<file path="config.mk">
export PLATFORM = sky130hd
export DESIGN_NAME = bwmid_feature_bank
export DESIGN_NICKNAME = d
export VERILOG_FILES = /design/src/bwmid_pkg.sv /design/src/bwmid_page_regs.sv /design/src/bwmid_page_select.sv /design/src/bwmid_feature_bank.sv
export SDC_FILE = /design/constraint.sdc
export NUM_CORES = 1
export LEC_CHECK = 0
export ABC_CLOCK_PERIOD_IN_PS = 1100
export BUFFER_PORTS_ARGS = -buffer_cell sky130_fd_sc_hd__buf_2
export CAP_MARGIN = 20
export CORE_MARGIN = 5
export CORE_UTILIZATION = 25
export DETAILED_ROUTE_END_ITERATION = 10
export PLACE_DENSITY = 0.83
export SKIP_CTS_REPAIR_TIMING = 1
export SLEW_MARGIN = 20
export SYNTH_ARGS = -nofsm -noshare
export SYNTH_HDL_FRONTEND = slang
export SYNTH_SLANG_ARGS = --single-unit
</file>
<file path="constraint.sdc">
create_clock -name clk_i -period 1.1 [get_ports clk_i]
set_input_delay 0.165 -clock clk_i [delete_from_list [all_inputs] [get_ports clk_i]]
set_output_delay 0.165 -clock clk_i [all_outputs]
set_load 0.005 [all_outputs]
</file>
<file path="src/bwmid_pkg.sv">
// Constants, field layout and encodings of the bandwidth feature identification bank
// Functional notes
// - Absent register reads zero, writes ignored
// - Portion bitmap width 1..4096 in [28:16]
// - Bit 14 flags per-partition writable window
// - Bit 13 set only with stride control
// - Bit 12 set only with portion control
// - Bit 11 set only with max control
// - Bit 10 set only with min control
// - Bits [5:0] give allocation width 1..16
// - Registers read-only, readable from both pages
// - Differing page contents use separate instances
// - Both secure and non-secure pages provided
// - Decode at 0x0040, 0x0080 and 0x0090 per page
// - Usage bit 31 flags snapshot register present
// - Usage [20:16] scale shift, zero means none
// - Usage [15:0] give monitor count
// - Monitoring bit 31 flags local trigger
// - Monitoring bit 17 flags bandwidth usage monitors
// - Monitoring bit 16 flags cache usage monitors
package bwmid_pkg;

  // Byte offsets inside one feature page
  localparam logic [11:0] BWMID_OFF_BW_PART = 12'h040;
  localparam logic [11:0] BWMID_OFF_MON_FEAT = 12'h080;
  localparam logic [11:0] BWMID_OFF_BWU_MON = 12'h090;

  // Bus widths
  localparam int BWMID_ADDR_W = 12;
  localparam int BWMID_DATA_W = 32;

  // Bandwidth partition word fields
  localparam int BWMID_POS_PBM_WIDTH = 16;
  localparam int BWMID_W_PBM_WIDTH = 13;
  localparam int BWMID_POS_WIN_WR = 14;
  localparam int BWMID_POS_STRIDE = 13;
  localparam int BWMID_POS_PORTION = 12;
  localparam int BWMID_POS_MAX = 11;
  localparam int BWMID_POS_MIN = 10;
  localparam int BWMID_POS_ALLOC = 0;
  localparam int BWMID_W_ALLOC = 6;

  // Bandwidth usage monitor word fields
  localparam int BWMID_POS_SNAPSHOT = 31;
  localparam int BWMID_POS_SCALE = 16;
  localparam int BWMID_W_SCALE = 5;
  localparam int BWMID_POS_COUNT = 0;
  localparam int BWMID_W_COUNT = 16;

  // Monitoring feature word fields
  localparam int BWMID_POS_LOCAL_TRIG = 31;
  localparam int BWMID_POS_BWU_MON = 17;
  localparam int BWMID_POS_CACHE_MON = 16;

  // Reserved bit masks of each word
  localparam logic [31:0] BWMID_RSVD_BW_PART = 32'he000_83c0;
  localparam logic [31:0] BWMID_RSVD_BWU_MON = 32'h7fe0_0000;
  localparam logic [31:0] BWMID_RSVD_MON_FEAT = 32'h7ffc_ffff;

  // Legal field ranges
  localparam logic [12:0] BWMID_PBM_WIDTH_MIN = 13'h0001;
  localparam logic [12:0] BWMID_PBM_WIDTH_MAX = 13'h1000;
  localparam logic [5:0] BWMID_ALLOC_MIN = 6'h01;
  localparam logic [5:0] BWMID_ALLOC_MAX = 6'h10;

  // Reset value of read data
  localparam logic [31:0] BWMID_RDATA_RST = 32'h0000_0000;

  // Register selected by an address
  typedef enum logic [1:0] {
    BWMID_SEL_NONE = 2'h0,
    BWMID_SEL_BW_PART = 2'h1,
    BWMID_SEL_MON_FEAT = 2'h2,
    BWMID_SEL_BWU_MON = 2'h3
  } bwmid_sel_e;

  // Access sequencer states
  typedef enum logic [1:0] {
    BWMID_ST_IDLE = 2'b01,
    BWMID_ST_RESP = 2'b10
  } bwmid_state_e;

endpackage

</file>
<file path="src/bwmid_page_regs.sv">
// Builds the three identification words of one feature page from build-time values
`timescale 1ns/1ps
module bwmid_page_regs #(
  parameter bit BW_PART_PRESENT = 1'b1,
  parameter bit MON_PRESENT = 1'b1,
  parameter logic [12:0] PBM_WIDTH = 13'h0020,
  parameter bit WIN_WRITABLE = 1'b0,
  parameter bit STRIDE_PRESENT = 1'b1,
  parameter bit PORTION_PRESENT = 1'b1,
  parameter bit MAX_PRESENT = 1'b1,
  parameter bit MIN_PRESENT = 1'b1,
  parameter logic [5:0] ALLOC_WIDTH = 6'h08,
  parameter bit SNAPSHOT_PRESENT = 1'b1,
  parameter logic [4:0] SCALE = 5'h00,
  parameter logic [15:0] MON_COUNT = 16'h0004,
  parameter bit LOCAL_TRIG_PRESENT = 1'b1,
  parameter bit BWU_MON_PRESENT = 1'b1,
  parameter bit CACHE_MON_PRESENT = 1'b0
) (
  // Page contents
  output wire logic [31:0] bw_part_word_o,
  output wire logic [31:0] mon_feat_word_o,
  output wire logic [31:0] bwu_mon_word_o
);

  // Raw words, reserved positions left at zero
  logic [31:0] bw_raw;
  logic [31:0] mon_raw;
  logic [31:0] bwu_raw;

  // Bandwidth partition word
  always_comb begin
    bw_raw = '0;
    bw_raw[bwmid_pkg::BWMID_POS_PBM_WIDTH +: bwmid_pkg::BWMID_W_PBM_WIDTH] = PBM_WIDTH;
    bw_raw[bwmid_pkg::BWMID_POS_WIN_WR] = WIN_WRITABLE;
    bw_raw[bwmid_pkg::BWMID_POS_STRIDE] = STRIDE_PRESENT;
    bw_raw[bwmid_pkg::BWMID_POS_PORTION] = PORTION_PRESENT;
    bw_raw[bwmid_pkg::BWMID_POS_MAX] = MAX_PRESENT;
    bw_raw[bwmid_pkg::BWMID_POS_MIN] = MIN_PRESENT;
    bw_raw[bwmid_pkg::BWMID_POS_ALLOC +: bwmid_pkg::BWMID_W_ALLOC] = ALLOC_WIDTH;
  end

  // Monitoring feature word
  always_comb begin
    mon_raw = '0;
    mon_raw[bwmid_pkg::BWMID_POS_LOCAL_TRIG] = LOCAL_TRIG_PRESENT;
    mon_raw[bwmid_pkg::BWMID_POS_BWU_MON] = BWU_MON_PRESENT;
    mon_raw[bwmid_pkg::BWMID_POS_CACHE_MON] = CACHE_MON_PRESENT;
  end

  // Bandwidth usage monitor word
  always_comb begin
    bwu_raw = '0;
    bwu_raw[bwmid_pkg::BWMID_POS_SNAPSHOT] = SNAPSHOT_PRESENT;
    bwu_raw[bwmid_pkg::BWMID_POS_SCALE +: bwmid_pkg::BWMID_W_SCALE] = SCALE;
    bwu_raw[bwmid_pkg::BWMID_POS_COUNT +: bwmid_pkg::BWMID_W_COUNT] = MON_COUNT;
  end

  // Absent registers read as zero
  assign bw_part_word_o = BW_PART_PRESENT ? bw_raw : '0;
  assign mon_feat_word_o = MON_PRESENT ? mon_raw : '0;
  assign bwu_mon_word_o = (MON_PRESENT && BWU_MON_PRESENT) ? bwu_raw : '0;

endmodule

</file>
<file path="src/bwmid_page_select.sv">
// Picks the word of the addressed register on the addressed page
`timescale 1ns/1ps
module bwmid_page_select (
  // Selection
  input wire logic ns_i,
  input wire bwmid_pkg::bwmid_sel_e sel_i,
  // Secure page words
  input wire logic [31:0] s_bw_part_i,
  input wire logic [31:0] s_mon_feat_i,
  input wire logic [31:0] s_bwu_mon_i,
  // Non-secure page words
  input wire logic [31:0] ns_bw_part_i,
  input wire logic [31:0] ns_mon_feat_i,
  input wire logic [31:0] ns_bwu_mon_i,
  // Selected word
  output logic [31:0] word_o
);

  // Register then page select, unmapped reads zero
  always_comb begin
    word_o = '0;
    unique case (sel_i)
      bwmid_pkg::BWMID_SEL_BW_PART: word_o = ns_i ? ns_bw_part_i : s_bw_part_i;
      bwmid_pkg::BWMID_SEL_MON_FEAT: word_o = ns_i ? ns_mon_feat_i : s_mon_feat_i;
      bwmid_pkg::BWMID_SEL_BWU_MON: word_o = ns_i ? ns_bwu_mon_i : s_bwu_mon_i;
      bwmid_pkg::BWMID_SEL_NONE: word_o = '0;
    endcase
  end

endmodule

</file>
<file path="src/bwmid_feature_bank.sv">
// Top of the bandwidth feature identification bank: access port, sequencer, both pages
`timescale 1ns/1ps
module bwmid_feature_bank #(
  // Secure page contents
  parameter bit S_BW_PART_PRESENT = 1'b1,
  parameter bit S_MON_PRESENT = 1'b1,
  parameter logic [12:0] S_PBM_WIDTH = 13'h0020,
  parameter bit S_WIN_WRITABLE = 1'b0,
  parameter bit S_STRIDE_PRESENT = 1'b1,
  parameter bit S_PORTION_PRESENT = 1'b1,
  parameter bit S_MAX_PRESENT = 1'b1,
  parameter bit S_MIN_PRESENT = 1'b1,
  parameter logic [5:0] S_ALLOC_WIDTH = 6'h08,
  parameter bit S_SNAPSHOT_PRESENT = 1'b1,
  parameter logic [4:0] S_SCALE = 5'h00,
  parameter logic [15:0] S_MON_COUNT = 16'h0004,
  parameter bit S_LOCAL_TRIG_PRESENT = 1'b1,
  parameter bit S_BWU_MON_PRESENT = 1'b1,
  parameter bit S_CACHE_MON_PRESENT = 1'b0,
  // Non-secure page contents
  parameter bit NS_BW_PART_PRESENT = 1'b1,
  parameter bit NS_MON_PRESENT = 1'b1,
  parameter logic [12:0] NS_PBM_WIDTH = 13'h0020,
  parameter bit NS_WIN_WRITABLE = 1'b0,
  parameter bit NS_STRIDE_PRESENT = 1'b1,
  parameter bit NS_PORTION_PRESENT = 1'b1,
  parameter bit NS_MAX_PRESENT = 1'b1,
  parameter bit NS_MIN_PRESENT = 1'b1,
  parameter logic [5:0] NS_ALLOC_WIDTH = 6'h08,
  parameter bit NS_SNAPSHOT_PRESENT = 1'b1,
  parameter logic [4:0] NS_SCALE = 5'h00,
  parameter logic [15:0] NS_MON_COUNT = 16'h0004,
  parameter bit NS_LOCAL_TRIG_PRESENT = 1'b1,
  parameter bit NS_BWU_MON_PRESENT = 1'b1,
  parameter bit NS_CACHE_MON_PRESENT = 1'b0
) (
  // Clock and reset
  input wire logic clk_i,
  input wire logic rst_i,
  // Feature page access request
  input wire logic req_i,
  input wire logic wr_i,
  input wire logic ns_i,
  input wire logic [11:0] addr_i,
  input wire logic [31:0] wdata_i,
  // Access answer
  output wire logic ack_o,
  output wire logic [31:0] rdata_o,
  output wire logic wr_ignored_o
);

  // Address decode, word aligned byte offsets within a page
  function automatic bwmid_pkg::bwmid_sel_e decode_sel(input logic [11:0] addr);
    bwmid_pkg::bwmid_sel_e sel;
    sel = bwmid_pkg::BWMID_SEL_NONE;
    if (addr == bwmid_pkg::BWMID_OFF_BW_PART) begin
      sel = bwmid_pkg::BWMID_SEL_BW_PART;
    end else if (addr == bwmid_pkg::BWMID_OFF_MON_FEAT) begin
      sel = bwmid_pkg::BWMID_SEL_MON_FEAT;
    end else if (addr == bwmid_pkg::BWMID_OFF_BWU_MON) begin
      sel = bwmid_pkg::BWMID_SEL_BWU_MON;
    end
    return sel;
  endfunction

  // Secure page words
  logic [31:0] s_bw_part;
  logic [31:0] s_mon_feat;
  logic [31:0] s_bwu_mon;
  // Non-secure page words
  logic [31:0] ns_bw_part;
  logic [31:0] ns_mon_feat;
  logic [31:0] ns_bwu_mon;
  // Word picked by the current request
  logic [31:0] sel_word;
  bwmid_pkg::bwmid_sel_e req_sel;
  // Sequencer state and registered outputs
  bwmid_pkg::bwmid_state_e state;
  bwmid_pkg::bwmid_state_e next_state;
  logic ack;
  logic next_ack;
  logic [31:0] rdata;
  logic [31:0] next_rdata;
  logic wr_ignored;
  logic next_wr_ignored;
  // Request accepted this cycle
  logic take;
  // Write data is accepted but never stored
  logic [31:0] wdata_unused;

  assign wdata_unused = wdata_i;
  assign req_sel = decode_sel(addr_i);
  assign take = req_i && (state == bwmid_pkg::BWMID_ST_IDLE);

  // Secure page instance
  bwmid_page_regs #(
    .BW_PART_PRESENT(S_BW_PART_PRESENT),
    .MON_PRESENT(S_MON_PRESENT),
    .PBM_WIDTH(S_PBM_WIDTH),
    .WIN_WRITABLE(S_WIN_WRITABLE),
    .STRIDE_PRESENT(S_STRIDE_PRESENT),
    .PORTION_PRESENT(S_PORTION_PRESENT),
    .MAX_PRESENT(S_MAX_PRESENT),
    .MIN_PRESENT(S_MIN_PRESENT),
    .ALLOC_WIDTH(S_ALLOC_WIDTH),
    .SNAPSHOT_PRESENT(S_SNAPSHOT_PRESENT),
    .SCALE(S_SCALE),
    .MON_COUNT(S_MON_COUNT),
    .LOCAL_TRIG_PRESENT(S_LOCAL_TRIG_PRESENT),
    .BWU_MON_PRESENT(S_BWU_MON_PRESENT),
    .CACHE_MON_PRESENT(S_CACHE_MON_PRESENT)
  ) u_secure_page (
    .bw_part_word_o(s_bw_part),
    .mon_feat_word_o(s_mon_feat),
    .bwu_mon_word_o(s_bwu_mon)
  );

  // Non-secure page instance, kept separate so contents may differ
  bwmid_page_regs #(
    .BW_PART_PRESENT(NS_BW_PART_PRESENT),
    .MON_PRESENT(NS_MON_PRESENT),
    .PBM_WIDTH(NS_PBM_WIDTH),
    .WIN_WRITABLE(NS_WIN_WRITABLE),
    .STRIDE_PRESENT(NS_STRIDE_PRESENT),
    .PORTION_PRESENT(NS_PORTION_PRESENT),
    .MAX_PRESENT(NS_MAX_PRESENT),
    .MIN_PRESENT(NS_MIN_PRESENT),
    .ALLOC_WIDTH(NS_ALLOC_WIDTH),
    .SNAPSHOT_PRESENT(NS_SNAPSHOT_PRESENT),
    .SCALE(NS_SCALE),
    .MON_COUNT(NS_MON_COUNT),
    .LOCAL_TRIG_PRESENT(NS_LOCAL_TRIG_PRESENT),
    .BWU_MON_PRESENT(NS_BWU_MON_PRESENT),
    .CACHE_MON_PRESENT(NS_CACHE_MON_PRESENT)
  ) u_nonsecure_page (
    .bw_part_word_o(ns_bw_part),
    .mon_feat_word_o(ns_mon_feat),
    .bwu_mon_word_o(ns_bwu_mon)
  );

  // Page and register multiplexer
  bwmid_page_select u_select (
    .ns_i(ns_i),
    .sel_i(req_sel),
    .s_bw_part_i(s_bw_part),
    .s_mon_feat_i(s_mon_feat),
    .s_bwu_mon_i(s_bwu_mon),
    .ns_bw_part_i(ns_bw_part),
    .ns_mon_feat_i(ns_mon_feat),
    .ns_bwu_mon_i(ns_bwu_mon),
    .word_o(sel_word)
  );

  // Sequencer next state: one answer cycle per accepted request
  always_comb begin
    next_state = state;
    unique case (state)
      bwmid_pkg::BWMID_ST_IDLE: begin
        if (req_i) begin
          next_state = bwmid_pkg::BWMID_ST_RESP;
        end
      end
      bwmid_pkg::BWMID_ST_RESP: begin
        // Requests here are dropped
        next_state = bwmid_pkg::BWMID_ST_IDLE;
      end
      default: begin
        next_state = bwmid_pkg::BWMID_ST_IDLE;
      end
    endcase
  end

  // Sequencer state register
  always_ff @(posedge clk_i or posedge rst_i) begin
    if (rst_i) begin
      state <= bwmid_pkg::BWMID_ST_IDLE;
    end else begin
      state <= next_state;
    end
  end

  // Answer next values: reads return the word, writes return zero and store nothing
  always_comb begin
    next_ack = take;
    next_wr_ignored = take && wr_i;
    if (take && !wr_i) begin
      next_rdata = sel_word;
    end else begin
      next_rdata = bwmid_pkg::BWMID_RDATA_RST;
    end
  end

  // Answer registers
  always_ff @(posedge clk_i or posedge rst_i) begin
    if (rst_i) begin
      ack <= 1'b0;
      rdata <= bwmid_pkg::BWMID_RDATA_RST;
      wr_ignored <= 1'b0;
    end else begin
      ack <= next_ack;
      rdata <= next_rdata;
      wr_ignored <= next_wr_ignored;
    end
  end

  // Outputs straight from flip-flops
  assign ack_o = ack;
  assign rdata_o = rdata;
  assign wr_ignored_o = wr_ignored;
endmodule

</file>
# Yosys cells after proc, flatten, opt, wreduce, memory -nomap -nowiden
# Index checks and enable logic that the tools add are counted.
dict set report classes {
  eq_ne 8
  muxes 7
  reduce_logical 5
}
# cell count
set ops {}
lappend ops {{case mux 32 bit (4 select lines)} 1}
lappend ops {{two-way mux 32 bit} 1}
lappend ops {{equality test 12 x 8 -> 1 bit, second input constant} 2}
lappend ops {{equality test 12 x 7 -> 1 bit, second input constant} 1}
lappend ops {{two-way mux 2 bit} 5}
lappend ops {{equality test 2 x 1 -> 1 bit, second input constant} 2}
lappend ops {{equality test 2 bit, second input constant} 2}
lappend ops {{logical AND 1 bit} 3}
lappend ops {{logical NOT 2 bit} 1}
lappend ops {{!= test 2 bit, second input constant} 1}
lappend ops {{logical NOT 1 bit} 1}
dict set report word_totals {
  reg_bits 36
  inputBits 49
  out_inout_bits 34
  word_cells 24
}

# Logic depth before layout (Yosys ltp)
dict set report depth {
  depth_word 7
  depth_mapped 4
}

# By module
# A second synthesis with hierarchy kept.
dict set report unflattened {
  cells_unflattened 471
  hier_area_um2 4484.3
}
# module instances cells_per_inst area_per_inst_um2 seq_area_each_um2
set by_module_without_submodules {}
lappend by_module_without_submodules {bwmid_page_select 1 190 1796.7 0.0}
lappend by_module_without_submodules {bwmid_page_regs 2 98 728.2 0.0}
lappend by_module_without_submodules {bwmid_feature_bank 1 85 1231.2 902.1}

# Worst setup path before layout
# No wires, ideal clock.
dict set report synth_timing {
  path_kind {register -> register}
  start {register state[0]}
  end {register rdata[21], in the netlist rdata_o[21]}
  setup_time_ns 0.095
  t_arrival_ns 1.070
  t_required_ns 1.005
  setup_slack_ns -0.065
  stages_incl_launch_ff 5
  period_less_slack_ns 1.165
  path_cell_list {dfstp_2 -> and3b_1 -> buf_2 -> nand4_1 -> nor4b_2}
}
dict set report synth_between {
  elab_chain_len 4
}
# item line_no
set synth_lines {}
lappend synth_lines {{start: declaration} bwmid_feature_bank.sv:78} ;# bwmid_pkg::bwmid_state_e state;
lappend synth_lines {{start signal: assignment} bwmid_feature_bank.sv:176} ;# state <= bwmid_pkg::BWMID_ST_IDLE;
lappend synth_lines {{start signal: assignment} bwmid_feature_bank.sv:178} ;# state <= next_state;
lappend synth_lines {{equality test 2 x 1 -> 1 bit} bwmid_feature_bank.sv:93} ;# assign take = req_i && (state == bwmid_pkg::BWMID_ST_IDLE);
lappend synth_lines {{logical AND 1 bit} bwmid_feature_bank.sv:93}
lappend synth_lines {{net next_ack} bwmid_feature_bank.sv:81} ;# logic next_ack;
lappend synth_lines {{logical AND 1 bit} bwmid_feature_bank.sv:186} ;# if (take && !wr_i) begin
lappend synth_lines {{two-way mux 32 bit} bwmid_feature_bank.sv:186}
lappend synth_lines {{end signal: assignment} bwmid_feature_bank.sv:197} ;# rdata <= bwmid_pkg::BWMID_RDATA_RST;
lappend synth_lines {{end signal: assignment} bwmid_feature_bank.sv:201} ;# rdata <= next_rdata;
lappend synth_lines {{end: declaration} bwmid_feature_bank.sv:82} ;# logic [31:0] rdata;
# The timed path passes the listed nets, and every way through them passes these cells.
# A chain may end at the register's enable or synchronous reset.

# Final worst setup path
dict set report layout_timing {
  start {register state[0]}
  end {register rdata[21], in the netlist rdata_o[21]}
}
dict set report layout_between {
  elab_chain_len 4
}
# item line_no
set layout_lines {}
lappend layout_lines {{equality test 2 x 1 -> 1 bit} bwmid_feature_bank.sv:93}
lappend layout_lines {{logical AND 1 bit} bwmid_feature_bank.sv:93}
lappend layout_lines {{logical AND 1 bit} bwmid_feature_bank.sv:186}
lappend layout_lines {{two-way mux 32 bit} bwmid_feature_bank.sv:186}
# No other way between the ends.

==> run metrics <==
status=finished, violations left; failing checks=negative setup slack; area of the core=0.00200 sq mm; critical path endpoint category=flop; number of global-route vias before repair=342; Syn Area/Cell=approximately 10 sq um; Final period util=1.03; via-per-instance ratio=between 3 and 4; count of different cell masters after synthesis=15; total number of vias=roughly 360; total iterations of the first detailed-routing run=2; H-Tree Level Count=1; Congestion Overflow GR=0; warnings from Yosys=0; Most Crowded Layer GR=met2; Port Buffers=26; HPWL Detailed=between 800 and 900 microns; total power=644 uW; Leakage Power=between 0.0003 and 0.0004 uW; post-route minimum period=1.13 ns; sequential area share after synthesis=0.378; hold_ws=about 0.089 ns; Die Y=around 56 microns; max-cap violations=0; Final ANT Viol Nets=0; unrepaired setup endpoints after global routing=true; net count reported at finish=between 100 and 150; Hold Crit Class=input port to flop; Setup WS post-layout=-0.0332 ns; GR met3 Demand/Resource=0.0348; antenna violations before repair=0; share of layout cells above drive strength 1=0.455; fmax=between 800 and 900 MHz; final setup violating endpoints=1; routability cong.=0.702; cell row count=16; Area Growth Syn to Fin=14.3%; CTS tree=built; final wirelength=a little over 900 microns; Yosys reg bits=8; Starting Density=0.266; Sum Neg Setup Slack=-0.0332 ns; Die Area=~0.0032 sq mm; antenna fix cells=0; CTS root buffer=clkbuf_4; count of final max-slew check failures=0; Worst-Skew Late Latency=~0.26 ns; filler-free cell count of the finished design=between 100 and 150; WP data arrival=approximately 1.3 ns; Synth Instances=52; Critical Path Fanout Max=3; Inst Count DP=between 90 and 100; mapped cell area=between 500 and 600 sq um; Setup WS pre-CTS=-0.103 ns; GR Util met1=0.0434; CTS max path bufs=2; per-cell routed wire length=a little under 9 microns; critical setup path kind=flop to flop; largest net degree at the start of global routing=9; maximum vdd drop=approximately 0.28 mV; final worst clock skew=around 0.0048 ns; GR Layer Usage met2=0.0935; clock slew at reported path FFs=roughly 0.050 ns; I/O pin cnt=a little over 80; Die X=between 50 and 60 microns; # DRC=0; Hold Vio Cnt, Final=0; Startpoint Class=flop; drt first-iter violations=10; TritonCTS Sinks=8; total CTS buffers=3; Total GRT Usage=0.0558; first-pass GRT wire length=between 1 and 1.5 mm; PD cells=roughly 1100 mW/mm^2; Required @ worst endpoint=roughly 1.3 ns
[registers in the layout, summed over array words and instances, names as in the netlist]
register / flops
state: 2
wr_ignored_o: 1
ack_o: 1
rdata_o: 4
[cells in the mapped netlist]
library cell  count  area (sq um)
nor4b_2           1          15.0
conb_1            1          3.75
and3b_1           2          17.5
and2_1            2          12.5
nand4_1           1          6.26
buf_2             1          5.00
nor4_2            2          25.0
and2b_1           1          7.51
dfstp_2           1          26.3
nor4b_1           1          8.76
dfrtp_1           7           175
inv_1             2          7.51
buf_4            28           210
and4_1            1          8.76
nor2_1            1          3.75
[per-stage QoR]
step	area [sq um]	util
after floorplan	616	-
after global placement	572	0.286
after detailed placement	572	0.286
after CTS	598	0.299
after global routing	609	0.304
final	609	0.304
[cell families after synthesis]
family                 Yosys count  share of synthesized area
flip-flops                       8                      0.378
AND/OR/NAND/NOR                 12                      0.197
buffers and inverters           31                      0.418
other                            1                    0.00704
[final timing paths]
kind	start	end	slack [ns]	cells past startpoint
max	state[0]$_DFFE_PP1P_	rdata_o[21]$_DFF_PP0_	-0.03	3
min	addr_i[7]	rdata_o[21]$_DFF_PP0_	0.09	2
max reg2reg	state[0]$_DFFE_PP1P_	rdata_o[21]$_DFF_PP0_	-0.03	3
min reg2reg	state[1]$_DFFE_PP0P_	state[1]$_DFFE_PP0P_	0.54	1
max in group asynchronous	rst_i	state[0]$_DFFE_PP1P_	0.44	3
min in group asynchronous	rst_i	rdata_o[21]$_DFF_PP0_	0.38	3
[placed cells by master, fill, tap and decap left out, types with 2 or more instances in the layout]
cell / instances
and2_1: 2
buf_2: 26
clkbuf_4: 3
conb_1: 23
dfrtp_1: 7
inv_1: 2
nor4_2: 2
[area by class of cell]
class                   instances  area [sq um]
fillers                       212          1390
flip-flops and latches          8           201
multi-input cells              35           193
repair buffers                 28           148
well taps                      27          33.8
clock buffers                   4          26.3
inverters                       2          7.51
[per-layer routing]
metal	vias to the layer above	wire [microns]
met5	-	0
met4	0	28
met3	3	201
met2	36	414
met1	152	272
li1	166	-
[worst max-delay path, stage by stage, from the launching register on]
cell and delay [ns]:
dfstp_2 0.52, and3b_2 0.19, nand4_1 0.10, nor4b_2 0.23
[where the power goes]
group          switching, uW  internal (uW)
Clock                   98.0            139
Combinational           50.6           41.8
Sequential              4.12            311
Total                    153            491
Power figures use the tool's default switching activity.
